`config.mk`:
```
export PLATFORM = sky130hd
export DESIGN_NAME = ulam_bus_map
export DESIGN_NICKNAME = d
export VERILOG_FILES = /design/src/ulam_sync3.v /design/src/ulam_bus_map.v
export VERILOG_INCLUDE_DIRS = /design/src
export SDC_FILE = /design/constraint.sdc
export NUM_CORES = 1
export LEC_CHECK = 0
export ABC_AREA = 1
export BUFFER_PORTS_ARGS = -buffer_cell sky130_fd_sc_hd__buf_4
export CELL_PAD_IN_SITES_DETAIL_PLACEMENT = 1
export CELL_PAD_IN_SITES_GLOBAL_PLACEMENT = 2
export CORE_AREA = 2 2 163 165
export DETAILED_ROUTE_END_ITERATION = 8
export DIE_AREA = 0 0 165 167
export PLACE_DENSITY_LB_ADDON = 0.1
export SLEW_MARGIN = 20
export SYNTH_ARGS = -nofsm -noshare
export SYNTH_HDL_FRONTEND = slang
export SYNTH_HIERARCHICAL = 1
export SYNTH_SLANG_ARGS = --single-unit
```
`constraint.sdc`:
```
create_clock -name aclk -period 1.7 [get_ports aclk]
set_input_delay 0.34 -clock aclk [delete_from_list [all_inputs] [get_ports aclk]]
set_output_delay 0.34 -clock aclk [all_outputs]
set_load 0.02 [all_outputs]
```
`src/ulam_defines.vh`:
```
`ifndef ULAM_DEFINES_VH
`define ULAM_DEFINES_VH

// Register byte addresses
`define ULAM_ADDR_FUNCTION_CONTROL_REG   5'h00
`define ULAM_ADDR_INTERFACE_CONTROL_REG   5'h04
`define ULAM_ADDR_STATUS      5'h08
`define ULAM_ADDR_IRQ_STAT    5'h0C
// Second register page (bit 4 of the address)
`define ULAM_ADDR_IRQ_CLR     5'h10
`define ULAM_ADDR_IRQ_EN      5'h14

// Function control fields
`define ULAM_FC_SUSPEND_BIT   0
`define ULAM_FC_RESET         32'h0000_0001

// Interface control fields
`define ULAM_IC_SIX_BIT       0
`define ULAM_IC_THREE_BIT     1
`define ULAM_IC_CLKRUN_BIT    3
`define ULAM_IC_RESET         32'h0000_0000

// Mode encodings
`define ULAM_MODE_SYNC        2'h0
`define ULAM_MODE_LOWPWR      2'h1
`define ULAM_MODE_SIX         2'h2
`define ULAM_MODE_THREE       2'h3

// Interrupt event bits
`define ULAM_EV_WIDTH         4
`define ULAM_EV_ENTER         0
`define ULAM_EV_EXIT          1
`define ULAM_EV_LINE          2
`define ULAM_EV_SRC           3

// Bus responses
`define ULAM_RESP_OKAY        2'h0
`define ULAM_RESP_SLVERR      2'h2

`endif

```
`src/ulam_sync3.v`:
```
`timescale 1ns/1ns
// Three-stage synchroniser; output changes once stages two and three agree
module ulam_sync3 #(
	parameter WIDTH = 1
) (
	// Clock and reset
	input  wire             aclk,
	input  wire             aresetn,
	// Data
	input  wire [WIDTH-1:0] async_in,
	output reg  [WIDTH-1:0] sync_out
);

	reg [WIDTH-1:0] s1_q;
	reg [WIDTH-1:0] s2_q;
	reg [WIDTH-1:0] s3_q;

	genvar i;
	generate
		for (i = 0; i < WIDTH; i = i + 1) begin : g_bit
			always @(posedge aclk) begin
				if (!aresetn) begin
					s1_q[i]     <= 1'b0;
					s2_q[i]     <= 1'b0;
					s3_q[i]     <= 1'b0;
					sync_out[i] <= 1'b0;
				end else begin
					s1_q[i] <= async_in[i];
					s2_q[i] <= s1_q[i];
					s3_q[i] <= s2_q[i];
					if (s2_q[i] == s3_q[i]) begin
						sync_out[i] <= s3_q[i];
					end
				end
			end
		end
	endgenerate

endmodule

```
`src/ulam_bus_map.v`:
```
// Our own choices: the AXI4-Lite interface to the registers and the register offsets.
`timescale 1ns/1ns
`include "ulam_defines.vh"
// What this block does
// RQ1: Bit 2 is driven low in low-power mode and bit 7 low in six-pin serial mode.
// RQ2: Bits 7 to 4 are driven low in low-power and three-pin serial modes.
// RQ3: In low-power and both serial modes bit 3 is a high-active flag of any unmasked interrupt.
// RQ4: The link enters six-pin serial mode by writing 1 to the six-pin select bit.
// RQ5: Asserting stop leaves six-pin serial mode and the bus returns to synchronous use.
// RQ6: The link enters three-pin serial mode by writing 1 to the three-pin select bit.
// RQ7: Asserting stop leaves three-pin serial mode and the synchronous bus is restored.
// RQ8: The output clock runs in serial modes only when the keep-running bit is 1.
// RQ9: In six-pin mode the link drives transmit enable, data and single-ended zero on bits 0-2.
// RQ10: In six-pin mode bits 4, 5 and 6 carry plus-line, minus-line and differential receive data.
// RQ11: In three-pin mode bit 1 is driven by the link while transmit enable is high, else by us.
// RQ12: In three-pin mode bit 2 is likewise shared for single-ended zero.
// RQ13: In low-power mode bits 0 and 1 carry the line state straight from the receiver.
// RQ14: Direction is held high for the whole of low-power and serial modes.
// RQ15: The link enters low-power mode by clearing the suspend bit and leaves by holding stop.
// RQ16: The link holds stop high until the bus is back in synchronous mode.
// RQ17: The link never sets both serial select bits at once.
module ulam_bus_map (
	// Clock and reset
	input  wire        aclk,
	input  wire        aresetn,
	// AXI4-Lite write address
	input  wire [4:0]  s_axi_awaddr,
	input  wire        s_axi_awvalid,
	output reg         s_axi_awready,
	// AXI4-Lite write data
	input  wire [31:0] s_axi_wdata,
	input  wire [3:0]  s_axi_wstrb,
	input  wire        s_axi_wvalid,
	output reg         s_axi_wready,
	// AXI4-Lite write response
	output reg  [1:0]  s_axi_bresp,
	output reg         s_axi_bvalid,
	input  wire        s_axi_bready,
	// AXI4-Lite read address
	input  wire [4:0]  s_axi_araddr,
	input  wire        s_axi_arvalid,
	output reg         s_axi_arready,
	// AXI4-Lite read data
	output reg  [31:0] s_axi_rdata,
	output reg  [1:0]  s_axi_rresp,
	output reg         s_axi_rvalid,
	input  wire        s_axi_rready,
	// Link-side pins
	input  wire        stp,
	output reg         dir,
	input  wire [7:0]  data_in,
	output reg  [7:0]  data_out,
	output reg  [7:0]  data_oe,
	output reg         clk_out_en,
	// Analog receiver and interrupt sources
	input  wire        line_state_bit0,
	input  wire        line_state_bit1,
	input  wire        rx_plus_line,
	input  wire        rx_minus_line,
	input  wire        rx_diff_line,
	input  wire        rx_single_zero,
	input  wire        int_source,
	input  wire        int_source_mask_n,
	// Transmit toward the analog driver
	output reg         tx_enable,
	output reg         tx_diff_line,
	output reg         tx_single_zero_line,
	// Interrupt to software
	output reg         irq
);

	reg [31:0] function_control_reg_q;
	reg [31:0] interface_control_reg_q;
	reg [1:0]  mode_q;
	reg [`ULAM_EV_WIDTH-1:0] irq_stat_q;
	reg [`ULAM_EV_WIDTH-1:0] irq_en_q;
	reg [1:0]  line_prev_q;

	// Pin inputs through three-stage synchronisers
	wire [12:0] pin_sync;
	ulam_sync3 #(
		.WIDTH (13)
	) u_sync (
		.aclk     (aclk),
		.aresetn  (aresetn),
		.async_in ({stp, data_in[2:0], line_state_bit1, line_state_bit0, rx_plus_line,
		            rx_minus_line, rx_diff_line, rx_single_zero, int_source,
		            int_source_mask_n, 1'b0}),
		.sync_out (pin_sync)
	);
	wire       stp_s    = pin_sync[12];
	wire [2:0] link_s   = pin_sync[11:9];
	wire [1:0] line_s   = pin_sync[8:7];
	wire       rxp_s    = pin_sync[6];
	wire       rxm_s    = pin_sync[5];
	wire       rxd_s    = pin_sync[4];
	wire       rxse0_s  = pin_sync[3];
	wire       int_src_s = pin_sync[2];
	wire       int_mk_s  = pin_sync[1];

	wire suspend_ctl_n      = function_control_reg_q[`ULAM_FC_SUSPEND_BIT];
	wire six_pin_serial_sel = interface_control_reg_q[`ULAM_IC_SIX_BIT];
	wire three_pin_serial_sel = interface_control_reg_q[`ULAM_IC_THREE_BIT];
	wire clock_keep_running = interface_control_reg_q[`ULAM_IC_CLKRUN_BIT];

	// Unmasked interrupt source shown on bit 3
	wire int_flag = int_src_s & int_mk_s;

	// Mode machine
	reg [1:0] mode_d;
	reg       leave;
	always @* begin
		mode_d = mode_q;
		leave  = 1'b0;
		case (mode_q)
			`ULAM_MODE_SYNC: begin
				if (!suspend_ctl_n)
					mode_d = `ULAM_MODE_LOWPWR;
				else if (six_pin_serial_sel)
					mode_d = `ULAM_MODE_SIX; // RQ4
				else if (three_pin_serial_sel)
					mode_d = `ULAM_MODE_THREE; // RQ6
			end
			`ULAM_MODE_LOWPWR, `ULAM_MODE_SIX, `ULAM_MODE_THREE: begin
				if (stp_s) begin
					mode_d = `ULAM_MODE_SYNC; // RQ5 RQ7
					leave  = 1'b1;
				end
			end
			default: mode_d = `ULAM_MODE_SYNC;
		endcase
	end

	// Pin mapping for the next cycle
	reg [7:0] dout_d;
	reg [7:0] doe_d;
	reg       tx_en_d;
	reg       tx_diff_line_d;
	reg       tx_single_zero_line_d;
	always @* begin
		dout_d   = 8'h00;
		doe_d    = 8'h00;
		tx_en_d  = 1'b0;
		tx_diff_line_d = 1'b0;
		tx_single_zero_line_d = 1'b0;
		case (mode_d)
			`ULAM_MODE_LOWPWR: begin
				doe_d     = 8'hFF;
				dout_d[1:0] = line_s; // RQ13
				dout_d[2] = 1'b0; // RQ1
				dout_d[3] = int_flag; // RQ3
				dout_d[7:4] = 4'h0; // RQ2
			end
			`ULAM_MODE_SIX: begin
				doe_d     = 8'hF8; // RQ9
				dout_d[3] = int_flag; // RQ3
				dout_d[4] = rxp_s; // RQ10
				dout_d[5] = rxm_s; // RQ10
				dout_d[6] = rxd_s; // RQ10
				dout_d[7] = 1'b0; // RQ1
				tx_en_d   = link_s[0];
				tx_diff_line_d  = link_s[1];
				tx_single_zero_line_d  = link_s[2];
			end
			`ULAM_MODE_THREE: begin
				tx_en_d   = link_s[0];
				doe_d     = {4'hF, 1'b1, {2{~link_s[0]}}, 1'b0}; // RQ11 RQ12
				dout_d[1] = rxd_s; // RQ11
				dout_d[2] = rxse0_s; // RQ12
				dout_d[3] = int_flag; // RQ3
				dout_d[7:4] = 4'h0; // RQ2
				tx_diff_line_d  = link_s[0] & link_s[1]; // RQ11
				tx_single_zero_line_d  = link_s[0] & link_s[2]; // RQ12
			end
			default: begin
				doe_d = 8'h00;
			end
		endcase
	end

	// Mode, pins and output clock enable; the select bits are cleared on exit in the write channel
	always @(posedge aclk) begin
		if (!aresetn) begin
			mode_q              <= `ULAM_MODE_SYNC;
			dir                 <= 1'b0;
			data_out            <= 8'h00;
			data_oe             <= 8'h00;
			clk_out_en          <= 1'b1;
			tx_enable           <= 1'b0;
			tx_diff_line        <= 1'b0;
			tx_single_zero_line <= 1'b0;
		end else begin
			mode_q              <= mode_d;
			dir                 <= (mode_d != `ULAM_MODE_SYNC); // RQ14
			data_out            <= dout_d;
			data_oe             <= doe_d;
			tx_enable           <= tx_en_d;
			tx_diff_line        <= tx_diff_line_d;
			tx_single_zero_line <= tx_single_zero_line_d;
			if (mode_d == `ULAM_MODE_SIX || mode_d == `ULAM_MODE_THREE)
				clk_out_en <= clock_keep_running; // RQ8
			else
				clk_out_en <= (mode_d != `ULAM_MODE_LOWPWR);
		end
	end

	// AXI4-Lite write channel
	reg        aw_have_q;
	reg        w_have_q;
	reg [4:0]  aw_addr_q;
	reg [31:0] w_data_q;
	reg [3:0]  w_strb_q;
	wire       wr_go = aw_have_q & w_have_q & ~s_axi_bvalid;
	reg  [31:0] wmask;
	integer b;
	always @* begin
		wmask = 32'h0000_0000;
		for (b = 0; b < 4; b = b + 1)
			wmask[b*8 +: 8] = {8{w_strb_q[b]}};
	end
	wire [31:0] wval_fc = (function_control_reg_q & ~wmask) | (w_data_q & wmask);
	wire [31:0] wval_ic = (interface_control_reg_q & ~wmask) | (w_data_q & wmask);

	// Interrupt events
	wire [`ULAM_EV_WIDTH-1:0] ev;
	assign ev[`ULAM_EV_ENTER] = (mode_q == `ULAM_MODE_SYNC) && (mode_d != `ULAM_MODE_SYNC);
	assign ev[`ULAM_EV_EXIT]  = leave;
	assign ev[`ULAM_EV_LINE]  = (line_s != line_prev_q);
	assign ev[`ULAM_EV_SRC]   = int_flag;
	wire wr_clr = wr_go && aw_addr_q == `ULAM_ADDR_IRQ_CLR && w_strb_q[0];
	wire [`ULAM_EV_WIDTH-1:0] clr_bits = wr_clr ? w_data_q[`ULAM_EV_WIDTH-1:0] : 4'h0;

	always @(posedge aclk) begin
		if (!aresetn) begin
			s_axi_awready           <= 1'b0;
			s_axi_wready            <= 1'b0;
			s_axi_bvalid            <= 1'b0;
			s_axi_bresp             <= `ULAM_RESP_OKAY;
			aw_have_q               <= 1'b0;
			w_have_q                <= 1'b0;
			aw_addr_q               <= 5'h00;
			w_data_q                <= 32'h0000_0000;
			w_strb_q                <= 4'h0;
			function_control_reg_q  <= `ULAM_FC_RESET;
			interface_control_reg_q <= `ULAM_IC_RESET;
			irq_en_q                <= 4'h0;
			irq_stat_q              <= 4'h0;
			line_prev_q             <= 2'h0;
			irq                     <= 1'b0;
		end else begin
			s_axi_awready <= ~aw_have_q & ~s_axi_awready & s_axi_awvalid;
			s_axi_wready  <= ~w_have_q & ~s_axi_wready & s_axi_wvalid;
			if (s_axi_awvalid && s_axi_awready) begin
				aw_have_q <= 1'b1;
				aw_addr_q <= s_axi_awaddr;
			end
			if (s_axi_wvalid && s_axi_wready) begin
				w_have_q <= 1'b1;
				w_data_q <= s_axi_wdata;
				w_strb_q <= s_axi_wstrb;
			end
			if (s_axi_bvalid && s_axi_bready)
				s_axi_bvalid <= 1'b0;
			if (wr_go) begin
				aw_have_q    <= 1'b0;
				w_have_q     <= 1'b0;
				s_axi_bvalid <= 1'b1;
				s_axi_bresp  <= `ULAM_RESP_OKAY;
				case (aw_addr_q)
					`ULAM_ADDR_FUNCTION_CONTROL_REG: function_control_reg_q <= wval_fc;
					`ULAM_ADDR_INTERFACE_CONTROL_REG: interface_control_reg_q <= wval_ic;
					`ULAM_ADDR_IRQ_CLR: ;
					`ULAM_ADDR_IRQ_EN: if (w_strb_q[0]) irq_en_q <= w_data_q[3:0];
					default: s_axi_bresp <= `ULAM_RESP_SLVERR;
				endcase
			end
			// Leaving by stop wakes the device and drops the select bits
			if (leave) begin
				function_control_reg_q[`ULAM_FC_SUSPEND_BIT] <= 1'b1; // RQ5 RQ7
				interface_control_reg_q[`ULAM_IC_SIX_BIT]    <= 1'b0;
				interface_control_reg_q[`ULAM_IC_THREE_BIT]  <= 1'b0;
			end
			line_prev_q <= line_s;
			// Set wins over clear
			irq_stat_q  <= (irq_stat_q & ~clr_bits) | ev;
			irq         <= |(((irq_stat_q & ~clr_bits) | ev) & irq_en_q);
		end
	end

	// AXI4-Lite read channel
	always @(posedge aclk) begin
		if (!aresetn) begin
			s_axi_arready <= 1'b0;
			s_axi_rvalid  <= 1'b0;
			s_axi_rdata   <= 32'h0000_0000;
			s_axi_rresp   <= `ULAM_RESP_OKAY;
		end else begin
			s_axi_arready <= ~s_axi_arready & ~s_axi_rvalid & s_axi_arvalid;
			if (s_axi_rvalid && s_axi_rready)
				s_axi_rvalid <= 1'b0;
			if (s_axi_arvalid && s_axi_arready) begin
				s_axi_rvalid <= 1'b1;
				s_axi_rresp  <= `ULAM_RESP_OKAY;
				case (s_axi_araddr)
					`ULAM_ADDR_FUNCTION_CONTROL_REG: s_axi_rdata <= function_control_reg_q;
					`ULAM_ADDR_INTERFACE_CONTROL_REG: s_axi_rdata <= interface_control_reg_q;
					`ULAM_ADDR_STATUS:
						s_axi_rdata <= {28'h0000000, dir, 1'b0, mode_q};
					`ULAM_ADDR_IRQ_STAT: s_axi_rdata <= {28'h0000000, irq_stat_q};
					`ULAM_ADDR_IRQ_CLR: s_axi_rdata <= 32'h0000_0000;
					`ULAM_ADDR_IRQ_EN: s_axi_rdata <= {28'h0000000, irq_en_q};
					default: begin
						s_axi_rdata <= 32'h0000_0000;
						s_axi_rresp <= `ULAM_RESP_SLVERR;
					end
				endcase
			end
		end
	end

endmodule

```
==> impl_metrics.csv, run 1 <==
group,metric,value,unit
routing,wirelength,22.13,mm
setup_path,r2r_cells,10,
setup_path,cp-startpoint,"aw_addr_q[0]$_SDFFE_PN0P_",
placement,hpwl,14.66,mm
setup_path,arrival,1920,ps
timing,whs,62.23,ps
finish,design_area,10570,um^2
routing,num_vias,6801,
clocking,cts.sinks,222,
synth,ys.warnings.count,6,
global_route,grt_pass1_vias,6847,
timing,fmax,664.0,MHz
die,core,25760,um^2
clocking,post_cts_buffers,0,
die,die-area,27560,um^2
finish,instances_no_fill,1499,
timing,clock_skew,13.48,ps
clocking,insertion_delay,530,ps
placement,placed_cell_area,9608,um^2
power_and_ir_drop,finalPower,11450,uW
power_and_ir_drop,vdd_drop_max,0.5717,mV
clocking,clk_path_buf_depth,3,
power_and_ir_drop,p_leak,0.004310,uW
finish,n_antenna_cell,0,
synth,syn_avg_cell_area,8.203,um^2
finish,nNetsFinal,1215,
placement,gp_congestion,0.7147,
flow_run,maxCapViolCount,0,
status,status,"completed",
clocking,cts_buffers,26,
global_route,globalRouteOverflowTotal,0,
timing,hold_violations,0,
placement,port_buffers,124,
min_path,worstHoldPathType,"in -> reg",
synth,syn_inst,1003,
global_route,grt_pass1_wl,36.07,mm
setup_path,r2r_setup_slack,190,ps
finish,areaGrowthSynthToFinish,28.45,%
routing,first_pass_iters,4,
routing,ant_nets,0,
routing,drc,0,
routing,detail_route.vias_per_cell,4.537,
finish,final_layout_size_suffix_gt1_frac,0.2234,
global_route,grt.total_usage,0.1628,
setup_path,worstSetupEndpoint,"irq$_SDFF_PN0_",
setup_path,crit_fanout,4,
die,die_h,167,um
setup_path,crit_type,"reg -> reg",
clocking,htreeDepth,1,
clocking,clkTransAtPathRegs,60,ps
timing,finalCriticalPeriod,1506,ps
placement,dp.cells,1440,
power_and_ir_drop,pwr_density_cell,1083,nW/um^2
timing,grt_setup_unrepaired,"no",
clocking,root_buffer,"clkbuf_16",
die,die_w,165,um
timing,worst_pin_slew,510.6,ps
timing,setup_viol,0,
setup_path,reg2reg_from,"aw_addr_q[0]$_SDFFE_PN0P_",
synth,syn_area,8228,um^2
timing,setup_tns,0,ps
setup_path,cp_data_required_time,2110,ps
min_path,hold_depth,3,
timing,finalCritPeriodShare,0.8858,
die,pin_count,133,
routing,drt-wirelength-per-cell,14.76,um
routing,drt_iter0_drc,274,
timing,drv_slew,0,
setup_path,reg2reg_to,"irq$_SDFF_PN0_",
global_route,grt_start_max_net_pins,45,
clocking,cts_tree,"done",
min_path,holdCritStartpoint,"s_axi_arvalid",
die,num_rows,59,
die,start_util,0.3194,
timing,slew_headroom,0.6596,
setup_path,crit_path_start_kind,"flop",
setup_path,endpoint_kind,"flop",
global_route,antenna_found_initial,0,
## power by group
part           leakage [uW]  switching [uW]  total [uW]  internal, uW
Clock              0.000408            2130        5350          3210
Combinational       0.00210             405         710           305
Sequential          0.00180            72.9        5390          5320
Total               0.00431            2610       11400          8840
## layer usage
layer  wire, um  GRT usage  up-vias  share of wire
met1      11140     0.2300     3151           0.50
met4        320    0.03289        0          0.014
met3        925    0.02491       33          0.042
met5          0          0        -              0
met2       9734     0.2630      115           0.44
li1           -          -     3502              -
## cells in the final DEF (no fill, tap or decap), types with 11 or more instances in the layout
master,instances
dfxtp_1,222
nand2_1,154
buf_4,149
inv_1,121
o21ai_0,117
a21oi_1,110
nor2_1,107
clkbuf_16,26
o22ai_2,20
nand3_1,19
nor2_2,12
dlygate4sd3_1,12
a21oi_2,11
## worst min-delay path by stage
stage	endpoint	slack, ps
final	s_axi_arready$_SDFF_PN0_	60
after floorplan	u_sync/s2_q[10]$_SDFF_PN0_	390
after CTS	s_axi_arready$_SDFF_PN0_	40
after detailed placement	u_sync/s2_q[2]$_SDFF_PN0_	400
after global placement	u_sync/s2_q[9]$_SDFF_PN0_	390
after global routing	s_axi_arready$_SDFF_PN0_	50
## what timing repair did
action | CTS | global route
endpoints found under the setup margin | 0 | 7
hold endpoints to repair | 12 | 0
gates resized for setup | 0 | 2
hold buffers | 12 | 0
## per-stage QoR
stage	util	setup slack [ps]
after floorplan	-	325.5
after global placement	0.3729	161.0
after detailed placement	0.3729	136.5
after CTS	0.4099	116.9
after global routing	0.4102	27.54
final	0.4102	194.1
## layout make-up
class | count | area (um^2)
multi-input combinational | 598 | 2990
sequential | 222 | 4444
clock inverter | 2 | 21.27
inverter | 128 | 483.0
tap | 335 | 419.2
timing repair buffer | 169 | 1399
fill | 3096 | 15190
clock buffer | 45 | 812.0
## critical path, stage by stage, from the launching register on
cell and delay (ps):
dfxtp_1 320, nor2_1 150, nand2_1 100, nor2_1 260
nand3_1 130, nand2_1 100, nand2_1 50, nand2_1 70
nand3_1 80, nor2_1 90, nor2_1 50
(Power assumes the default switching activity.)
==> run 2, diff against run 1 <==
--- a/config.mk
+++ b/config.mk
@@ -9,10 +9,10 @@
 export ABC_AREA = 1
 export BUFFER_PORTS_ARGS = -buffer_cell sky130_fd_sc_hd__buf_4
 export CELL_PAD_IN_SITES_DETAIL_PLACEMENT = 1
-export CELL_PAD_IN_SITES_GLOBAL_PLACEMENT = 2
-export CORE_AREA = 2 2 163 165
+export CELL_PAD_IN_SITES_GLOBAL_PLACEMENT = 1
+export CORE_AREA = 2 2 146 148
 export DETAILED_ROUTE_END_ITERATION = 8
-export DIE_AREA = 0 0 165 167
+export DIE_AREA = 0 0 148 150
 export PLACE_DENSITY_LB_ADDON = 0.1
 export SLEW_MARGIN = 20
 export SYNTH_ARGS = -nofsm -noshare
==> impl_metrics.csv, run 2 (synthesized netlist as in run 1, its figures left out) <==
group,metric,value,unit
clocking,htreeDepth,1,
flow_run,maxCapViolCount,0,
global_route,antenna_found_initial,0,
global_route,grt_start_max_net_pins,35,
finish,regArea,4444,um^2
finish,instances_no_fill,1423,
timing,drv_slew,0,
timing,clock_skew,8.549,ps
routing,wl_met3,758,um
setup_path,crit_path_start_kind,"flop",
setup_path,worst_path_most_repeated_cell,"nand2_1",
power_and_ir_drop,vdd_drop_max,0.7161,mV
placement,hpwl,14.25,mm
routing,drc,0,
global_route,grt.total_usage,0.1899,
min_path,holdCritStartpoint,"int_source_mask_n",
finish,final_layout_size_suffix_gt1_frac,0.2256,
setup_path,cp_cell_sequence,"nor2_1 -> nand2_1 -> nor2_2 -> nand3_1 -> nand2_1 -> nand2_1 -> nand2_1 -> nand3_1 -> nor2_1 -> nor2_1",
clocking,cts_buffers,24,
timing,finalCriticalPeriod,1522,ps
die,pin_count,133,
routing,wirelength,21.02,mm
routing,detail_route.vias_per_cell,4.774,
setup_path,crit_type,"reg -> reg",
routing,ant_nets,0,
power_and_ir_drop,pwr_density_cell,1113,nW/um^2
global_route,globalRouteOverflowTotal,0,
setup_path,r2r_cells,10,
min_path,worstHoldPathType,"in -> reg",
finish,nNetsFinal,1200,
finish,fillers,2507,
power_and_ir_drop,finalPower,11540,uW
timing,setup_viol,0,
power_and_ir_drop,p_leak,0.004255,uW
timing,finalCritPeriodShare,0.8954,
clocking,clkTransAtPathRegs,60,ps
die,core,20690,um^2
min_path,hold_depth,3,
clocking,cts.sinks,222,
setup_path,cpPeakStageDelay,320,ps
global_route,grt_pass1_vias,6710,
timing,setup_tns,0,ps
routing,first_pass_iters,4,
clocking,clk_path_buf_depth,3,
placement,gp_congestion,0.8065,
setup_path,arrival,1920,ps
timing,hold_violations,0,
global_route,grt_pass1_wl,34.14,mm
die,start_util,0.3977,
timing,fmax,657.0,MHz
finish,layout_commonest_cell,"dfxtp_1",
setup_path,reg2reg_from,"aw_addr_q[0]$_SDFFE_PN0P_",
clocking,cts_tree,"done",
clocking,root_buffer,"clkbuf_16",
finish,areaGrowthSynthToFinish,26.00,%
die,num_rows,53,
finish,multi_input_area,2993,um^2
setup_path,r2r_setup_slack,180,ps
routing,routed.top_layer,"met4",
die,die-area,22200,um^2
setup_path,reg2reg_to,"irq$_SDFF_PN0_",
min_path,hold_end,"u_sync/s1_q[1]$_SDFF_PN0_",
setup_path,crit_fanout,4,
routing,dr_wl_met2,10.06,mm
routing,drt_iter0_drc,229,
routing,drt-wirelength-per-cell,14.77,um
routing,num_vias,6794,
finish,layout_common_cells,"dfxtp_1, nand2_1, buf_4",
setup_path,crit_slowest_cell,"dfxtp_1",
routing,wl_met1,9.831,mm
placement,port_buffers,124,
die,die_h,150,um
finish,n_antenna_cell,0,
setup_path,cp_data_required_time,2100,ps
clocking,insertion_delay,510,ps
timing,grt_setup_unrepaired,"no",
placement,dp.cells,1375,
setup_path,endpoint_kind,"flop",
status,status,"completed",
die,die_w,148,um
run 2: worst max-delay path, delay by kind of cell (launching register included):
kind	cells	cell delay (ps)
AND/OR/NAND/NOR	10	1090
flip-flops	1	320
run 2: power breakdown:
group / leakage [uW] / switching [uW] / internal [uW]
Clock: 0.000422 / 2070 / 3400
Sequential: 0.00180 / 75.0 / 5320
Combinational: 0.00203 / 394 / 279
run 2: worst max-delay path by stage:
| stage | slack (ps) | endpoint | from | cells after the start |
|---|---|---|---|---|
| 6_report | 180 | irq$_SDFF_PN0_ | aw_addr_q[0]$_SDFFE_PN0P_ | 10 |
| 5_1_grt | 20 | irq$_SDFF_PN0_ | aw_addr_q[0]$_SDFFE_PN0P_ | 10 |
| 4_1_cts | 90 | irq$_SDFF_PN0_ | aw_addr_q[0]$_SDFFE_PN0P_ | 10 |
| 3_5_place_dp | 100 | s_axi_rdata[31]$_SDFFE_PN0P_ | s_axi_araddr[1] | 8 |
| 3_3_place_gp | 140 | s_axi_rdata[31]$_SDFFE_PN0P_ | s_axi_araddr[1] | 8 |
| 2_1_floorplan | 330 | irq$_SDFF_PN0_ | s_axi_bvalid$_SDFFE_PN0P_ | 10 |
run 2: timing repair:
item                       in CTS  in global routing
setup endpoints to repair       0                  1
hold buffers                    4                  0
setup buffers                   0                  0
gates resized for setup         0                  2
hold endpoints to repair        4                  0
run 2: metal layers:
metal | up-vias | track usage
li1 | 3472 | -
met1 | 3177 | 0.2506
met2 | 121 | 0.3264
met3 | 24 | 0.02805
met4 | 0 | 0.04952
met5 | - | 0
run 2: per-stage QoR:
| step | hold WS (ps) | util | setup slack [ps] | area (um^2) |
|---|---|---|---|---|
| after CTS | 1.988 | 0.5006 | 94.60 | 10360 |
| after detailed placement | 404.0 | 0.4577 | 103.0 | 9470 |
| final | 16.21 | 0.5011 | 177.9 | 10370 |
| after global placement | 394.5 | 0.4577 | 135.4 | 9470 |
| after floorplan | 390.5 | - | 325.5 | 8235 |
| after global routing | 12.75 | 0.5011 | 22.66 | 10370 |
run 2: cell type report:
cell class,count,share of cell area
sequential,222,0.4287
multi-input combinational,598,0.2887
clock buffer,35,0.06976
inverter,128,0.04658
clock inverter,9,0.01195
timing repair buffer,156,0.1212
tap,275,0.03319
==> run 3, diff against run 2 <==
--- a/config.mk
+++ b/config.mk
@@ -6,13 +6,13 @@
 export SDC_FILE = /design/constraint.sdc
 export NUM_CORES = 1
 export LEC_CHECK = 0
-export ABC_AREA = 1
+export ABC_AREA = 0
 export BUFFER_PORTS_ARGS = -buffer_cell sky130_fd_sc_hd__buf_4
 export CELL_PAD_IN_SITES_DETAIL_PLACEMENT = 1
 export CELL_PAD_IN_SITES_GLOBAL_PLACEMENT = 1
-export CORE_AREA = 2 2 146 148
+export CORE_AREA = 2 2 144 146
 export DETAILED_ROUTE_END_ITERATION = 8
-export DIE_AREA = 0 0 148 150
+export DIE_AREA = 0 0 146 148
 export PLACE_DENSITY_LB_ADDON = 0.1
 export SLEW_MARGIN = 20
 export SYNTH_ARGS = -nofsm -noshare
==> impl_metrics.csv, run 3 <==
group,metric,value,unit
status,status,"completed",
synth,syn_area,8324,um^2
timing,fmax,643.4,MHz
routing,drc,0,
synth,syn_inst,901,
global_route,antenna_found_initial,0,
power_and_ir_drop,switchingPower,2335,uW
power_and_ir_drop,p_clk_frac,0.465,
timing,grt_setup_unrepaired,"no",
timing,finalCritPeriodShare,0.9143,
finish,final_util,0.5217,
routing,ant_nets,0,
setup_path,crit_type,"reg -> reg",
placement,gp_congestion,0.7893,
timing,hold_violations,0,
routing,first_pass_iters,4,
finish,final_layout_size_suffix_gt1_frac,0.2087,
global_route,grt.total_usage,0.2006,
die,num_rows,52,
global_route,grt_start_max_net_pins,69,
setup_path,cp_data_required_time,2090,ps
global_route,grt_pass1_vias,6984,
global_route,globalRouteOverflowTotal,0,
placement,hpwl,14.46,mm
timing,setup_viol,0,
synth,syn_avg_cell_area,9.239,um^2
die,core,20040,um^2
power_and_ir_drop,switching_share,0.2139,
clocking,clkTransAtPathRegs,60,ps
timing,finalCriticalPeriod,1554,ps
power_and_ir_drop,vdd_drop_max,0.8065,mV
timing,worst_pin_slew,488.9,ps
clocking,cts_hold_buffers,0,
routing,drt-wirelength-per-cell,16.58,um
finish,nNetsFinal,1095,
timing,setup_tns,0,ps
die,die_w,146,um
clocking,cts_buffers,24,
setup_path,endpoint_kind,"flop",
clocking,insertion_delay,510,ps
routing,wirelength,21.72,mm
flow_run,maxCapViolCount,0,
routing,num_vias,6660,
setup_path,arrival,1950,ps
finish,layout_commonest_cell,"dfxtp_1",
die,die_h,148,um
finish,areaGrowthSynthToFinish,25.58,%
routing,wl_met1,9.629,mm
placement,port_buffers,124,
routing,wl_met3,735,um
clocking,htreeDepth,1,
routing,detail_route.vias_per_cell,5.084,
min_path,worstHoldPathType,"in -> reg",
routing,dr_wl_met2,10.90,mm
placement,dp_slack,102.9,ps
die,pin_count,133,
timing,clock_skew,15.01,ps
clocking,cts.sinks,222,
power_and_ir_drop,combPwrFrac,0.047,
synth,ys.warnings.count,6,
setup_path,crit_path_start_kind,"flop",
power_and_ir_drop,internal-power,8585,uW
power_and_ir_drop,pwr_density_cell,1045,nW/um^2
clocking,post_cts_buffers,0,
finish,n_antenna_cell,0,
power_and_ir_drop,p_leak,0.004490,uW
routing,routed.top_layer,"met4",
global_route,grt_pass1_wl,35.78,mm
clocking,root_buffer,"clkbuf_16",
die,die-area,21610,um^2
routing,drt_iter0_drc,254,
clocking,cts_tree,"done",
timing,drv_slew,0,
power_and_ir_drop,pwr-share-seq,0.488,
timing,slew_headroom,0.6713,
setup_path,r2r_cells,5,
clocking,clk_path_buf_depth,3,
timing,worst_slack,145.7,ps
clocking,ctsResizeCount,0,
setup_path,crit_fanout,13,
min_path,hold_depth,2,
die,start_util,0.4154,
finish,layout_common_cells,"dfxtp_1, buf_4, nand2_1",
[run 3: final cells by class]
cell class              count  area, um^2
inverters                  10       40.04
well taps                 270       337.8
multi-input cells         606        3547
clock inverters             4       45.04
clock buffers              37       730.7
fillers                  2364        9585
repair buffers            161        1309
flip-flops and latches    222        4444
[run 3: stage by stage]
| step | hold WS [ps] | instance area (um^2) | cells | total power, uW |
|---|---|---|---|---|
| floorplan | 411.9 | 8332 | 903 | 5692 |
| global placement | 413.4 | 9678 | 1269 | 5955 |
| detailed placement | 421.1 | 9678 | 1269 | 5964 |
| CTS | 15.98 | 10450 | 1310 | 11070 |
| global route | 25.93 | 10450 | 1310 | 11320 |
| finish | 36.82 | 10450 | 1310 | 10920 |
[run 3: power by group through the flow]
stage	sequential (uW)	combinational [uW]	clock, uW
5_1_grt	5340	564	5410
3_5_place_dp	5450	518	0
2_1_floorplan	5440	256	0
6_report	5330	511	5080
4_1_cts	5330	520	5220
3_3_place_gp	5440	513	0
[run 3: worst max-delay path: stages, from the launching register on]
cell and delay (ps):
dfxtp_1 330, nor3_4 270, buf_12 190, nand4_1 330, mux2i_1 270, nor2_1 60
[run 3: per-layer routing]
layer  track usage  vias to the layer above
met4       0.04757                        0
met3       0.03302                       33
met5             0                        -
li1              -                     3289
met2        0.3599                      117
met1        0.2531                     3221
[run 3: final timing paths]
kind / startpoint / to / slack, ps
worst min register to register: u_sync/s1_q[6]$_SDFF_PN0_ / u_sync/s2_q[6]$_SDFF_PN0_ / 430
worst max-delay path: aw_addr_q[0]$_SDFFE_PN0P_ / irq_en_q[1]$_SDFFE_PN0P_ / 150
worst min-delay path: stp / u_sync/s1_q[12]$_SDFF_PN0_ / 40
worst max register to register: aw_addr_q[0]$_SDFFE_PN0P_ / irq_en_q[1]$_SDFFE_PN0P_ / 150
